## config.mk

```make
export PLATFORM = sky130hd
export DESIGN_NAME = cdsdma
export DESIGN_NICKNAME = d
export VERILOG_FILES = /design/src/cdsdma_pkg.sv /design/src/cdsdma.sv
export VERILOG_INCLUDE_DIRS = /design/src
export SDC_FILE = /design/constraint.sdc
export NUM_CORES = 1
export LEC_CHECK = 0
export BUFFER_PORTS_ARGS = -buffer_cell sky130_fd_sc_hd__buf_4
export CORE_MARGIN = 3
export CORE_UTILIZATION = 25
export CTS_BUF_LIST = sky130_fd_sc_hd__clkbuf_4
export DETAILED_ROUTE_END_ITERATION = 8
export SLEW_MARGIN = 10
export SYNTH_ARGS = -nofsm -noshare
export SYNTH_HDL_FRONTEND = slang
export SYNTH_SLANG_ARGS = --single-unit
```

## constraint.sdc

```tcl
create_clock -name clk_sys_in -period 4 [get_ports clk_sys_in]
set_input_delay 0.2 -clock clk_sys_in [delete_from_list [all_inputs] [get_ports clk_sys_in]]
set_output_delay 0.2 -clock clk_sys_in [all_outputs]
set_load 0.01 [all_outputs]
```

## src/cdsdma_defs.svh

```systemverilog
// Constant definitions for the chained descriptor serial DMA engine
`ifndef CDSDMA_DEFS_SVH
`define CDSDMA_DEFS_SVH

// =====================================================================
// Register offsets (channel registers repeat every 8 words)
`define CDSDMA_CH_STRIDE    5'h08
`define CDSDMA_OFF_CPB      3'h0
`define CDSDMA_OFF_CDA      3'h1
`define CDSDMA_OFF_EDA      3'h2
`define CDSDMA_OFF_CTRL     3'h3
`define CDSDMA_OFF_BCNT     3'h4
`define CDSDMA_OFF_PHASE    3'h5
`define CDSDMA_OFF_BFL      5'h10

// =====================================================================
// Control field positions
`define CDSDMA_CTRL_RUN     0
`define CDSDMA_CTRL_MULTI   1

// =====================================================================
// Descriptor byte offsets and status bits
`define CDSDMA_D_LINK_L     4'h0
`define CDSDMA_D_LINK_H     4'h1
`define CDSDMA_D_BUF_L      4'h2
`define CDSDMA_D_BUF_M      4'h3
`define CDSDMA_D_BUF_H      4'h4
`define CDSDMA_D_LEN_L      4'h6
`define CDSDMA_D_LEN_H      4'h7
`define CDSDMA_D_STAT       4'h8
`define CDSDMA_ST_EOM       7
`define CDSDMA_ST_EOT       6
`define CDSDMA_STAT_MID     8'h00

// =====================================================================
// Reset values and FIFO depth
`define CDSDMA_RST_BFL      16'h0000
`define CDSDMA_FIFO_DEPTH   2'h3

`endif

```

## src/cdsdma_pkg.sv

```systemverilog
// Types shared by the chained descriptor serial DMA engine
package cdsdma_pkg;

    // Per-channel phase, one-hot
    typedef enum logic [4:0] {
        PH_IDLE  = 5'b0_0001,
        PH_NEXT  = 5'b0_0010,
        PH_FETCH = 5'b0_0100,
        PH_XFER  = 5'b0_1000,
        PH_WBACK = 5'b1_0000
    } cdsdma_phase_e;

    // Context of one channel
    typedef struct packed {
        cdsdma_phase_e phase;
        logic [3:0]    idx;
        logic [3:0]    chain_pointer_base;
        logic [15:0]   current_descriptor_address;
        logic [15:0]   end_descriptor_address;
        logic [15:0]   link;
        logic [19:0]   baddr;
        logic [15:0]   byte_counter;
        logic [7:0]    dstat;
        logic          multi;
        logic          eof;
    } cdsdma_chan_s;

    // Three-entry byte FIFO; bit 8 of an entry marks end of frame
    typedef struct packed {
        logic [2:0][8:0] ent;
        logic [1:0]      head;
        logic [1:0]      cnt;
    } cdsdma_fifo_s;

    // Byte-wide memory master request
    typedef struct packed {
        logic        req;
        logic        we;
        logic [19:0] addr;
        logic [7:0]  wdata;
    } cdsdma_mem_s;

    // Whole state of the engine
    typedef struct packed {
        cdsdma_chan_s [1:0] ch;
        cdsdma_fifo_s [1:0] fifo;
        cdsdma_mem_s        mem;
        logic               owner;
        logic [15:0]        receive_buffer_length;
        logic [7:0]         fstat;
        logic [15:0]        rdata;
    } cdsdma_state_s;

endpackage : cdsdma_pkg

```

## src/cdsdma.sv

```systemverilog
// Two-channel chained descriptor DMA between memory and the serial unit
`timescale 1ns/1ns
`include "cdsdma_defs.svh"
module cdsdma (
    input  wire logic                 clk_sys_in,
    input  wire logic                 resetn_in,
    // Register port
    input  wire logic [4:0]           reg_addr_in,
    input  wire logic [15:0]          reg_wdata_in,
    input  wire logic                 reg_wr_in,
    input  wire logic                 reg_rd_in,
    output logic [15:0]               reg_rdata_out,
    // Memory master port
    output cdsdma_pkg::cdsdma_mem_s   mem_out,
    input  wire logic                 mem_ack_in,
    input  wire logic [7:0]           mem_rdata_in,
    // Receive bytes from the serial unit
    input  wire logic                 rx_valid_in,
    input  wire logic [7:0]           rx_data_in,
    input  wire logic                 rx_eof_in,
    input  wire logic [7:0]           rx_status_in,
    output logic                      rx_ready_out,
    // Transmit bytes to the serial unit
    output logic                      tx_valid_out,
    output logic [7:0]                tx_data_out,
    output logic                      tx_eom_out,
    input  wire logic                 tx_ready_in
);

    // =================================================================
    // State
    cdsdma_pkg::cdsdma_state_s st_reg;   // Registered state
    cdsdma_pkg::cdsdma_state_s st_next;  // Next state
    logic [1:0]                push;     // FIFO push per path
    logic [1:0]                pop;      // FIFO pop per path
    logic [1:0][8:0]           pdata;    // FIFO push data per path
    logic [1:0]                ready;    // Channel has a memory op
    logic [1:0]                tail;     // Scratch tail index
    logic [2:0]                tail_sum; // Tail before wrap, spare bit
    logic                      c;        // Scratch channel select
    logic [15:0]               used;     // Receive length written back
    logic                      fin;      // Scratch end of buffer

    // =================================================================
    // Outputs straight from state
    assign mem_out       = st_reg.mem;
    assign reg_rdata_out = st_reg.rdata;
    // Full FIFO back-pressures the receiver
    assign rx_ready_out  = st_reg.fifo[0].cnt != `CDSDMA_FIFO_DEPTH;
    assign tx_valid_out  = st_reg.fifo[1].cnt != 2'h0;
    assign tx_data_out   = st_reg.fifo[1].ent[st_reg.fifo[1].head][7:0];
    assign tx_eom_out    = st_reg.fifo[1].ent[st_reg.fifo[1].head][8];
    assign used = st_reg.receive_buffer_length
                - st_reg.ch[0].byte_counter;

    // =================================================================
    // Next-state logic for registers, channels, memory port and FIFOs
    always_comb begin
        st_next = st_reg;
        push    = 2'b00;
        pop     = 2'b00;
        pdata   = '0;
        c       = 1'b0;
        fin     = 1'b0;
        tail    = 2'h0;
        tail_sum = 3'h0;
        st_next.rdata = 16'h0000;

        // Register reads, answered next cycle; unmapped reads give zero
        if (reg_rd_in) begin
            if (reg_addr_in == `CDSDMA_OFF_BFL) begin
                st_next.rdata = st_reg.receive_buffer_length;
            end else if (reg_addr_in < 5'h10) begin
                c = reg_addr_in[3];
                case (reg_addr_in[2:0])
                    `CDSDMA_OFF_CPB:   st_next.rdata =
                        {12'h000, st_reg.ch[c].chain_pointer_base};
                    `CDSDMA_OFF_CDA:   st_next.rdata =
                        st_reg.ch[c].current_descriptor_address;
                    `CDSDMA_OFF_EDA:   st_next.rdata =
                        st_reg.ch[c].end_descriptor_address;
                    `CDSDMA_OFF_CTRL:  st_next.rdata = {14'h0000,
                        st_reg.ch[c].multi,
                        st_reg.ch[c].phase != cdsdma_pkg::PH_IDLE};
                    `CDSDMA_OFF_BCNT:  st_next.rdata =
                        st_reg.ch[c].byte_counter;
                    `CDSDMA_OFF_PHASE: st_next.rdata =
                        {11'h000, st_reg.ch[c].phase};
                    default:           st_next.rdata = 16'h0000;
                endcase
            end
        end

        // Register writes; the end address may change while running
        if (reg_wr_in) begin
            if (reg_addr_in == `CDSDMA_OFF_BFL) begin
                st_next.receive_buffer_length = reg_wdata_in;
            end else if (reg_addr_in < 5'h10) begin
                c = reg_addr_in[3];
                case (reg_addr_in[2:0])
                    `CDSDMA_OFF_CPB:  st_next.ch[c].chain_pointer_base =
                        reg_wdata_in[3:0];
                    `CDSDMA_OFF_CDA:
                        st_next.ch[c].current_descriptor_address =
                            reg_wdata_in;
                    `CDSDMA_OFF_EDA:
                        st_next.ch[c].end_descriptor_address =
                            reg_wdata_in;
                    `CDSDMA_OFF_CTRL: begin
                        // Start only from idle; no abort of a live chain
                        if (st_reg.ch[c].phase == cdsdma_pkg::PH_IDLE) begin
                            st_next.ch[c].multi =
                                reg_wdata_in[`CDSDMA_CTRL_MULTI];
                            if (reg_wdata_in[`CDSDMA_CTRL_RUN]) begin
                                st_next.ch[c].phase = cdsdma_pkg::PH_NEXT;
                            end
                        end
                    end
                    default: ;
                endcase
            end
        end

        // Receiver fills FIFO 0; status is caught with the last byte
        if (rx_valid_in && rx_ready_out) begin
            push[0]  = 1'b1;
            pdata[0] = {rx_eof_in, rx_data_in};
            if (rx_eof_in) begin
                st_next.fstat = rx_status_in;
            end
        end
        // Transmitter drains FIFO 1
        pop[1] = tx_valid_out && tx_ready_in;

        // Descriptor boundary: stop on end address, else fetch
        for (int k = 0; k < 2; k++) begin
            if (st_reg.ch[k].phase == cdsdma_pkg::PH_NEXT) begin
                st_next.ch[k].idx = 4'h0;
                if (st_reg.ch[k].current_descriptor_address ==
                    st_reg.ch[k].end_descriptor_address) begin
                    st_next.ch[k].phase = cdsdma_pkg::PH_IDLE;
                end else begin
                    st_next.ch[k].phase = cdsdma_pkg::PH_FETCH;
                end
            end
        end

        // Memory completion for the owning channel
        if (st_reg.mem.req && mem_ack_in) begin
            st_next.mem.req = 1'b0;
            c = st_reg.owner;
            case (st_reg.ch[c].phase)
                cdsdma_pkg::PH_FETCH: begin
                    case (st_reg.ch[c].idx)
                        `CDSDMA_D_LINK_L: st_next.ch[c].link[7:0] =
                            mem_rdata_in;
                        `CDSDMA_D_LINK_H: st_next.ch[c].link[15:8] =
                            mem_rdata_in;
                        `CDSDMA_D_BUF_L:  st_next.ch[c].baddr[7:0] =
                            mem_rdata_in;
                        `CDSDMA_D_BUF_M:  st_next.ch[c].baddr[15:8] =
                            mem_rdata_in;
                        `CDSDMA_D_BUF_H:  st_next.ch[c].baddr[19:16] =
                            mem_rdata_in[3:0];
                        `CDSDMA_D_LEN_L:  st_next.ch[c].byte_counter[7:0] =
                            mem_rdata_in;
                        `CDSDMA_D_LEN_H:  st_next.ch[c].byte_counter[15:8] =
                            mem_rdata_in;
                        `CDSDMA_D_STAT:   st_next.ch[c].dstat =
                            mem_rdata_in;
                        default: ;
                    endcase
                    // Byte n+5 is reserved and skipped
                    st_next.ch[c].idx = (st_reg.ch[c].idx == `CDSDMA_D_BUF_H)
                        ? `CDSDMA_D_LEN_L : st_reg.ch[c].idx + 4'h1;
                    if (!c && st_reg.ch[c].idx == `CDSDMA_D_BUF_H) begin
                        // Receive needs no length or status from memory
                        st_next.ch[0].byte_counter =
                            st_reg.receive_buffer_length;
                        st_next.ch[0].phase = cdsdma_pkg::PH_XFER;
                    end
                    if (c && st_reg.ch[c].idx == `CDSDMA_D_STAT) begin
                        st_next.ch[1].phase = cdsdma_pkg::PH_XFER;
                    end
                end
                cdsdma_pkg::PH_XFER: begin
                    st_next.ch[c].baddr = st_reg.ch[c].baddr + 20'h0_0001;
                    st_next.ch[c].byte_counter =
                        st_reg.ch[c].byte_counter - 16'h0001;
                    fin = st_reg.ch[c].byte_counter == 16'h0001;
                    if (!c) begin
                        // Full buffer or frame end both switch buffers
                        if (fin || st_reg.ch[0].eof) begin
                            st_next.ch[0].phase = cdsdma_pkg::PH_WBACK;
                            st_next.ch[0].idx   = `CDSDMA_D_LEN_L;
                        end
                    end else begin
                        // Buffers stream back to back; a buffer with end of message closes the frame
                        push[1]  = 1'b1;
                        pdata[1] = {fin && st_reg.ch[1].dstat[`CDSDMA_ST_EOM],
                                    mem_rdata_in};
                        if (fin) begin
                            st_next.ch[1].current_descriptor_address =
                                st_reg.ch[1].link;
                            if (st_reg.ch[1].multi ?
                                st_reg.ch[1].dstat[`CDSDMA_ST_EOT] :
                                st_reg.ch[1].dstat[`CDSDMA_ST_EOM]) begin
                                st_next.ch[1].phase =
                                    cdsdma_pkg::PH_IDLE;
                            end else begin
                                st_next.ch[1].phase = cdsdma_pkg::PH_NEXT;
                            end
                        end
                    end
                end
                cdsdma_pkg::PH_WBACK: begin
                    st_next.ch[0].idx = st_reg.ch[0].idx + 4'h1;
                    if (st_reg.ch[0].idx == `CDSDMA_D_STAT) begin
                        st_next.ch[0].current_descriptor_address =
                            st_reg.ch[0].link;
                        st_next.ch[0].eof = 1'b0;
                        st_next.ch[0].phase =
                            (!st_reg.ch[0].multi && st_reg.ch[0].eof)
                            ? cdsdma_pkg::PH_IDLE : cdsdma_pkg::PH_NEXT;
                    end
                end
                default: ;
            endcase
        end

        // Issue a new memory op; receive has priority to avoid overrun
        ready[0] = (st_reg.ch[0].phase == cdsdma_pkg::PH_FETCH)
                 || (st_reg.ch[0].phase == cdsdma_pkg::PH_WBACK)
                 || (st_reg.ch[0].phase == cdsdma_pkg::PH_XFER
                     && st_reg.fifo[0].cnt != 2'h0);
        ready[1] = (st_reg.ch[1].phase == cdsdma_pkg::PH_FETCH)
                 || (st_reg.ch[1].phase == cdsdma_pkg::PH_XFER
                     && st_reg.fifo[1].cnt != `CDSDMA_FIFO_DEPTH);
        if (!st_reg.mem.req && ready != 2'b00) begin
            c = !ready[0];
            st_next.owner   = c;
            st_next.mem.req = 1'b1;
            st_next.mem.we  = 1'b0;
            st_next.mem.wdata = 8'h00;
            // Descriptor bytes sit under the chain pointer base
            st_next.mem.addr = {st_reg.ch[c].chain_pointer_base,
                st_reg.ch[c].current_descriptor_address
                + {12'h000, st_reg.ch[c].idx}};
            case (st_reg.ch[c].phase)
                cdsdma_pkg::PH_XFER: begin
                    st_next.mem.addr = st_reg.ch[c].baddr;
                    if (!c) begin
                        pop[0] = 1'b1;
                        st_next.mem.we    = 1'b1;
                        st_next.mem.wdata =
                            st_reg.fifo[0].ent[st_reg.fifo[0].head][7:0];
                        st_next.ch[0].eof =
                            st_reg.fifo[0].ent[st_reg.fifo[0].head][8];
                    end
                end
                cdsdma_pkg::PH_WBACK: begin
                    st_next.mem.we = 1'b1;
                    case (st_reg.ch[0].idx)
                        `CDSDMA_D_LEN_L: st_next.mem.wdata =
                            used[7:0];
                        `CDSDMA_D_LEN_H: st_next.mem.wdata =
                            used[15:8];
                        default: st_next.mem.wdata = st_reg.ch[0].eof
                            ? st_reg.fstat : `CDSDMA_STAT_MID;
                    endcase
                end
                default: ;
            endcase
        end

        // FIFO bookkeeping for both paths
        for (int p = 0; p < 2; p++) begin
            // Sum in three bits: head 2 plus count 2 must land on slot 1
            tail_sum = {1'b0, st_reg.fifo[p].head}
                     + {1'b0, st_reg.fifo[p].cnt};
            if (tail_sum > 3'h2) begin
                tail_sum = tail_sum - 3'h3;
            end
            tail = tail_sum[1:0];
            if (push[p]) begin
                st_next.fifo[p].ent[tail] = pdata[p];
            end
            if (pop[p]) begin
                st_next.fifo[p].head = (st_reg.fifo[p].head == 2'h2)
                    ? 2'h0 : st_reg.fifo[p].head + 2'h1;
            end
            st_next.fifo[p].cnt = st_reg.fifo[p].cnt
                + {1'b0, push[p]} - {1'b0, pop[p]};
        end
    end

    // =================================================================
    // State register, synchronous active-low reset
    always_ff @(posedge clk_sys_in) begin
        if (!resetn_in) begin
            st_reg <= '0;
            st_reg.ch[0].phase <= cdsdma_pkg::PH_IDLE;
            st_reg.ch[1].phase <= cdsdma_pkg::PH_IDLE;
            st_reg.receive_buffer_length <= `CDSDMA_RST_BFL;
        end else begin
            st_reg <= st_next;
        end
    end

    // =================================================================
    // Checks
    logic ack0, ack1; // Completion for each channel
    assign ack0 = st_reg.mem.req && mem_ack_in && !st_reg.owner;
    assign ack1 = st_reg.mem.req && mem_ack_in && st_reg.owner;
    logic eom_due; // Byte in flight closes a message-end buffer
    assign eom_due = st_reg.ch[1].byte_counter == 16'h0001
                  && st_reg.ch[1].dstat[`CDSDMA_ST_EOM];
endmodule : cdsdma

```

# == Word-level counts from Yosys, hierarchy flattened ==
# Cells that the tools add are included.
# totals
reg_bits,347
latchBits,0
mem_bits_rw,0
romBits,0
out_inout_bits,57
elab_cells,267
mem_count,0
# op_classes
addsub,16
n_mul,0
n_div,0
magnitude_cmp,14
n_eq_ne,37
shift,0
muxes,129
bitwise_logic,0
reduce_logical,31
# op_table
operator,n
$bwmux 214,16
$demux 107 s1,16
$mux 214,8
$pmux 214 s8,1
$pmux 214 s4,1
$mux 107,7
$pmux 107 s2,1
$pmux 77 s2,1
$mux 9,12
$mux 102,1
$mux 98,1
$mux 16,6
$pmux 16 s6,1
$mux 94,1
$mux 46,2
$mux 78,1
$mux 62,1
$bwmux 27,2
$mux 54,1
$mux 26,2
$pmux 16 s3,1
$mux 42,1
$bmux 9 s2,2
$demux 9 s2,2
other kinds (56),139

# == Logic depth before layout (Yosys ltp) ==
# logic_depth
ltp_word,24
ltp_mapped,20
depth_no_buf,15

# == Least setup slack after synthesis ==
# OpenSTA, ideal clock, no wires.
# synth_path
path_type,register to register
startpoint,register st_reg[239] (netlist name)
endpoint,register st_reg (netlist bit mem_out[18])
setup_time_ps,70
t_arrival_ps,3812
required_time_ps,3930
slack_ps,118
path_stages_with_launch,21
path_buffers,5
synth_period_minus_slack_ps,3882
cell_sequence,dfxtp_1 -> clkbuf_1 -> o21ai_1 -> and2_1 -> clkbuf_1 -> nand2_1 -> buf_2 -> buf_1 -> clkbuf_1 -> nand2_1 -> o21ai_0 -> ha_1 -> inv_1 -> fa_1 -> nor2b_1 -> o21ai_0 -> nand2b_1 -> o21ai_1 -> and3_1 -> o32a_1 -> a21oi_1
# synth_between
elab_chain_cells,7
word_cells_on_any_way,13
# synth_rtl
item,line_no,source
start: declaration,cdsdma.sv:32,cdsdma_pkg::cdsdma_state_s st_reg;
start signal: assignment,cdsdma.sv:306,st_reg <= st_next;
"$eq 5x3->1, or another cell as far along",cdsdma.sv:232,ready[0] = (st_reg.ch[0].phase == cdsdma_pkg::PH_FETCH)
$logic_or 1x1->1 or $logic_and 1x1->1 (tied branches),"cdsdma.sv:233, cdsdma.sv:235",
$logic_or 1x1->1,cdsdma.sv:234,|| (st_reg.ch[0].phase == cdsdma_pkg::PH_XFER
$mux 107 (implied by the code) (2 in a row),cdsdma.sv:251,st_next.mem.addr = st_reg.ch[c].baddr;
$add 16x4->16 or $eq 5x4->1 (tied branches),"cdsdma.sv:248, cdsdma.sv:249",
$mux 20,cdsdma.sv:249,case (st_reg.ch[c].phase)
# Parallel ways exist; a longest one is shown, timed or not. The select of a mux whose other input is x is not followed.
# A chain may end at the register's enable or synchronous reset.

# == Worst setup path in the final report ==
# layout_path
startpoint,register st_reg[72] (netlist name)
endpoint,register st_reg (netlist bit mem_out[18])
# layout_between
elab_chain_cells,7
word_cells_on_any_way,10
# layout_rtl
item,line_no,source
$reduce_bool 2->1 (*),cdsdma.sv:235,&& st_reg.fifo[0].cnt != 2'h0);
$logic_and 1x1->1 (*),cdsdma.sv:235,
$logic_or 1x1->1 (*),cdsdma.sv:234,
$mux 107 (implied by the code) (2 in a row),cdsdma.sv:251,
$add 16x4->16 or $eq 5x4->1 (tied branches),"cdsdma.sv:248, cdsdma.sv:249",
$mux 20,cdsdma.sv:249,
# Every way passes the cells marked *; elsewhere a longest branch is shown, timed or not. The select of a mux whose other input is x is not followed.

==> flow_summary.yaml <==
synthesis:
  yosys_warnings: 0
  syn_area_um2: 20390
  avgSynthCellArea_um2: 7.844
  yosysTopAreaCell: "dfxtp_1"
  synth-edff-count: 0
  yosysMostFrequentCell: "nand2_1"
  synth_commonest_cells: "339 x nand2_1, 332 x dfxtp_1, 288 x nor2_1"
  synth_top_area_frac: 0.3259
  synth.area.top_cells: "dfxtp_1 33%, mux2i_1 8.3%, nand2_1 6.2%"
  ys.flop_type: "dfxtp_1"
  synth.distinct_cells: 92
  synth_nets: 2694
  ys_seq_area_frac: 0.3259
  async_flop_share: 0
  synth_cells: 2600
  ys_ff_latch: 332
route:
  wirelength_um: 82480
  wl_per_cell_um: 21.41
  drcViolationCount: 0
  drtPass1Iterations: 5
  drt_iter0_markers: 2409
  num_vias: 20770
  viasPerCell: 5.392
  drtAntennaViolNets: 0
power_and_ir_drop:
  max-vdd-ir-drop_mv: 0.1484
  p_leak_nw: 8.592
  pwr_density_cell_nw_per_um2: 300.2
run_status:
  status: "finished, final reports clean"
final_layout:
  largest_reg_flops: 286
  drive_above_1_share: 0.1434
  fin_nets: 2811
  n_fill_cell: 8739
  finalNonFillerCells: 3852
  area_delta_synth_final_pct: 17.30
timing:
  worstMarginPinSlew_ns: 1.053
  fin_tns_setup_ns: 0
  max_freq_ghz: 0.2801
  worst_clock_skew_ns: 0.08628
  slew_headroom: 0.2908
  drv_slew: 0
  hold_violations: 0
  rsz0062_at_grt: "no"
  setup_viol: 0
  post-route-period-util: 0.8925
  min_period_ns: 3.570
placement:
  gp_congestion: 0.9859
  dpl.hpwl_um: 59110
  place_inst: 3624
  port_buffers: 109
critical_path:
  crit_fanout: 16
  start_kind: "flop"
  end_kind: "flop"
  required_ns: 4.78
  critical_path_class: "reg -> reg"
  rrSetupSlack_ns: 0.43
  worstPathArrival_ns: 4.35
flow_run:
  drv_cap: 0
clock_network:
  clk_pin_slew_ns: 0.06
  cts_buffer_depth: 3
  cts.htree.levels: 3
  clock_latency_ns: 0.89
  clock_sinks: 332
  clockRootBuffer: "clkbuf_4"
  cts_buffers: 97
  cts_tree: "done"
grt:
  antenna_found_initial: 3
  grt_pass1_wl_um: 122000
  grt_start_max_net_pins: 126
  grtUsageTotal: 0.1857
  grt_pass1_vias: 19240
  grt-ovfl-total: 0
die:
  die_x_um: 291.6
  die-area_um2: 85040
  core_area_um2: 80680
  start_util: 0.2528
  die_h_um: 291.6
  io_pins: 110
  num_rows: 104
min_path:
  worstHoldPathType: "in -> reg"
## where the power goes
| group | leakage (nW) | total (W) | internal, W | switching, W |
|---|---|---|---|---|
| Combinational | 5.19 | 0.000473 | 0.000170 | 0.000303 |
| Sequential | 2.68 | 0.00336 | 0.00333 | 0.0000252 |
| Clock | 0.727 | 0.00335 | 0.00176 | 0.00159 |
## cell type report
cell class / count / area [µm²] / area share
multi-input cells: 1996 / 12520 / 0.5235
clock inverters: 35 / 226.5 / 0.009467
well taps: 1060 / 1326 / 0.05544
repair buffers: 246 / 1994 / 0.08337
inverters: 44 / 172.7 / 0.007218
diodes: 3 / 7.507 / 0.0003138
clock buffers: 136 / 1021 / 0.04268
flip-flops and latches: 332 / 6651 / 0.2780
## cell families after synthesis
logic type | after synthesis | share of synthesized area
muxes | 189 | 0.09730
buffers and inverters | 272 | 0.06160
xor gates and xnor gates | 78 | 0.03350
adders and majority gates | 41 | 0.02663
and+or+nand+nor | 939 | 0.2134
AOI/OAI and AO/OA | 749 | 0.2417
DFF | 332 | 0.3259
## metal layers
layer  part of all wire  track usage
met5                  0            0
met4              0.047      0.08815
met3              0.092      0.04389
met2               0.45       0.2926
met1               0.41       0.2393
## worst max-delay path, stage by stage (launching register included)
cell and delay, ns:
dfxtp_1 0.35, or2_1 0.33, a211o_1 0.44, nand2_2 0.22
buf_4 0.24, buf_4 0.26, nand2_1 0.08, nand2_1 0.09
ha_1 0.26, nor2b_1 0.15, o21ai_0 0.14, nand2b_1 0.12
o21ai_1 0.24, nor2_1 0.10, o32a_1 0.35, a21oi_1 0.14
## path summary, 6_finish.rpt
path / startpoint / end / depth (start not counted)
min reg2reg: st_reg[187] / st_reg[219] / 2
max: st_reg[72] / mem_out[18] / 15
min: reg_addr_in[2] / reg_rdata_out[2] / 4
max reg2reg: st_reg[72] / mem_out[18] / 15
## metrics by stage
stage | worst slack [ns] | util | hold WS [ns] | power [W] | cell area (µm²)
finish | 0.4298 | 0.2965 | 0.07201 | 0.007182 | 23920
global route | 0.08426 | 0.2965 | 0.06806 | 0.007486 | 23920
CTS | 0.2880 | 0.2964 | 0.001205 | 0.007264 | 23910
detailed placement | 0.3228 | 0.2742 | 0.4422 | 0.003857 | 22120
global placement | 0.3637 | 0.2742 | 0.4375 | 0.003856 | 22120
floorplan | 0.1180 | - | 0.3360 | 0.003667 | 20390
## cell usage in the layout (no fill, tap or decap), types with 14 or more instances in the layout
cell             n
mux2i_1        169
nand4_1         19
nor3b_1         14
nand3b_1        16
dfxtp_1        330
or3_1           16
clkbuf_4       136
ha_1            37
o21a_1          20
a211oi_1        53
mux2_2          14
nor3_1          54
inv_1           41
nand3_1         68
a22oi_1         75
nand2b_1        16
nor2b_1         25
and2_1          15
xor2_1          24
o211ai_1        44
a21o_1          15
dlygate4sd3_1   54
a31oi_1         18
nor2_1         287
clkinv_1        27
nand2_1        338
a221oi_1        25
a22o_1          17
a21oi_1        213
o21ai_0        142
xnor2_1         54
buf_4          191
## repair_timing
| item | CTS | global route |
|---|---|---|
| resized for setup | 0 | 2 |
| endpoints found under the setup margin | 0 | 2 |
| buffers inserted | 0 | 0 |
| hold buffers | 54 | 0 |
| endpoints found under the hold margin | 274 | 0 |
No activity file was read; power rests on OpenSTA's default activity.
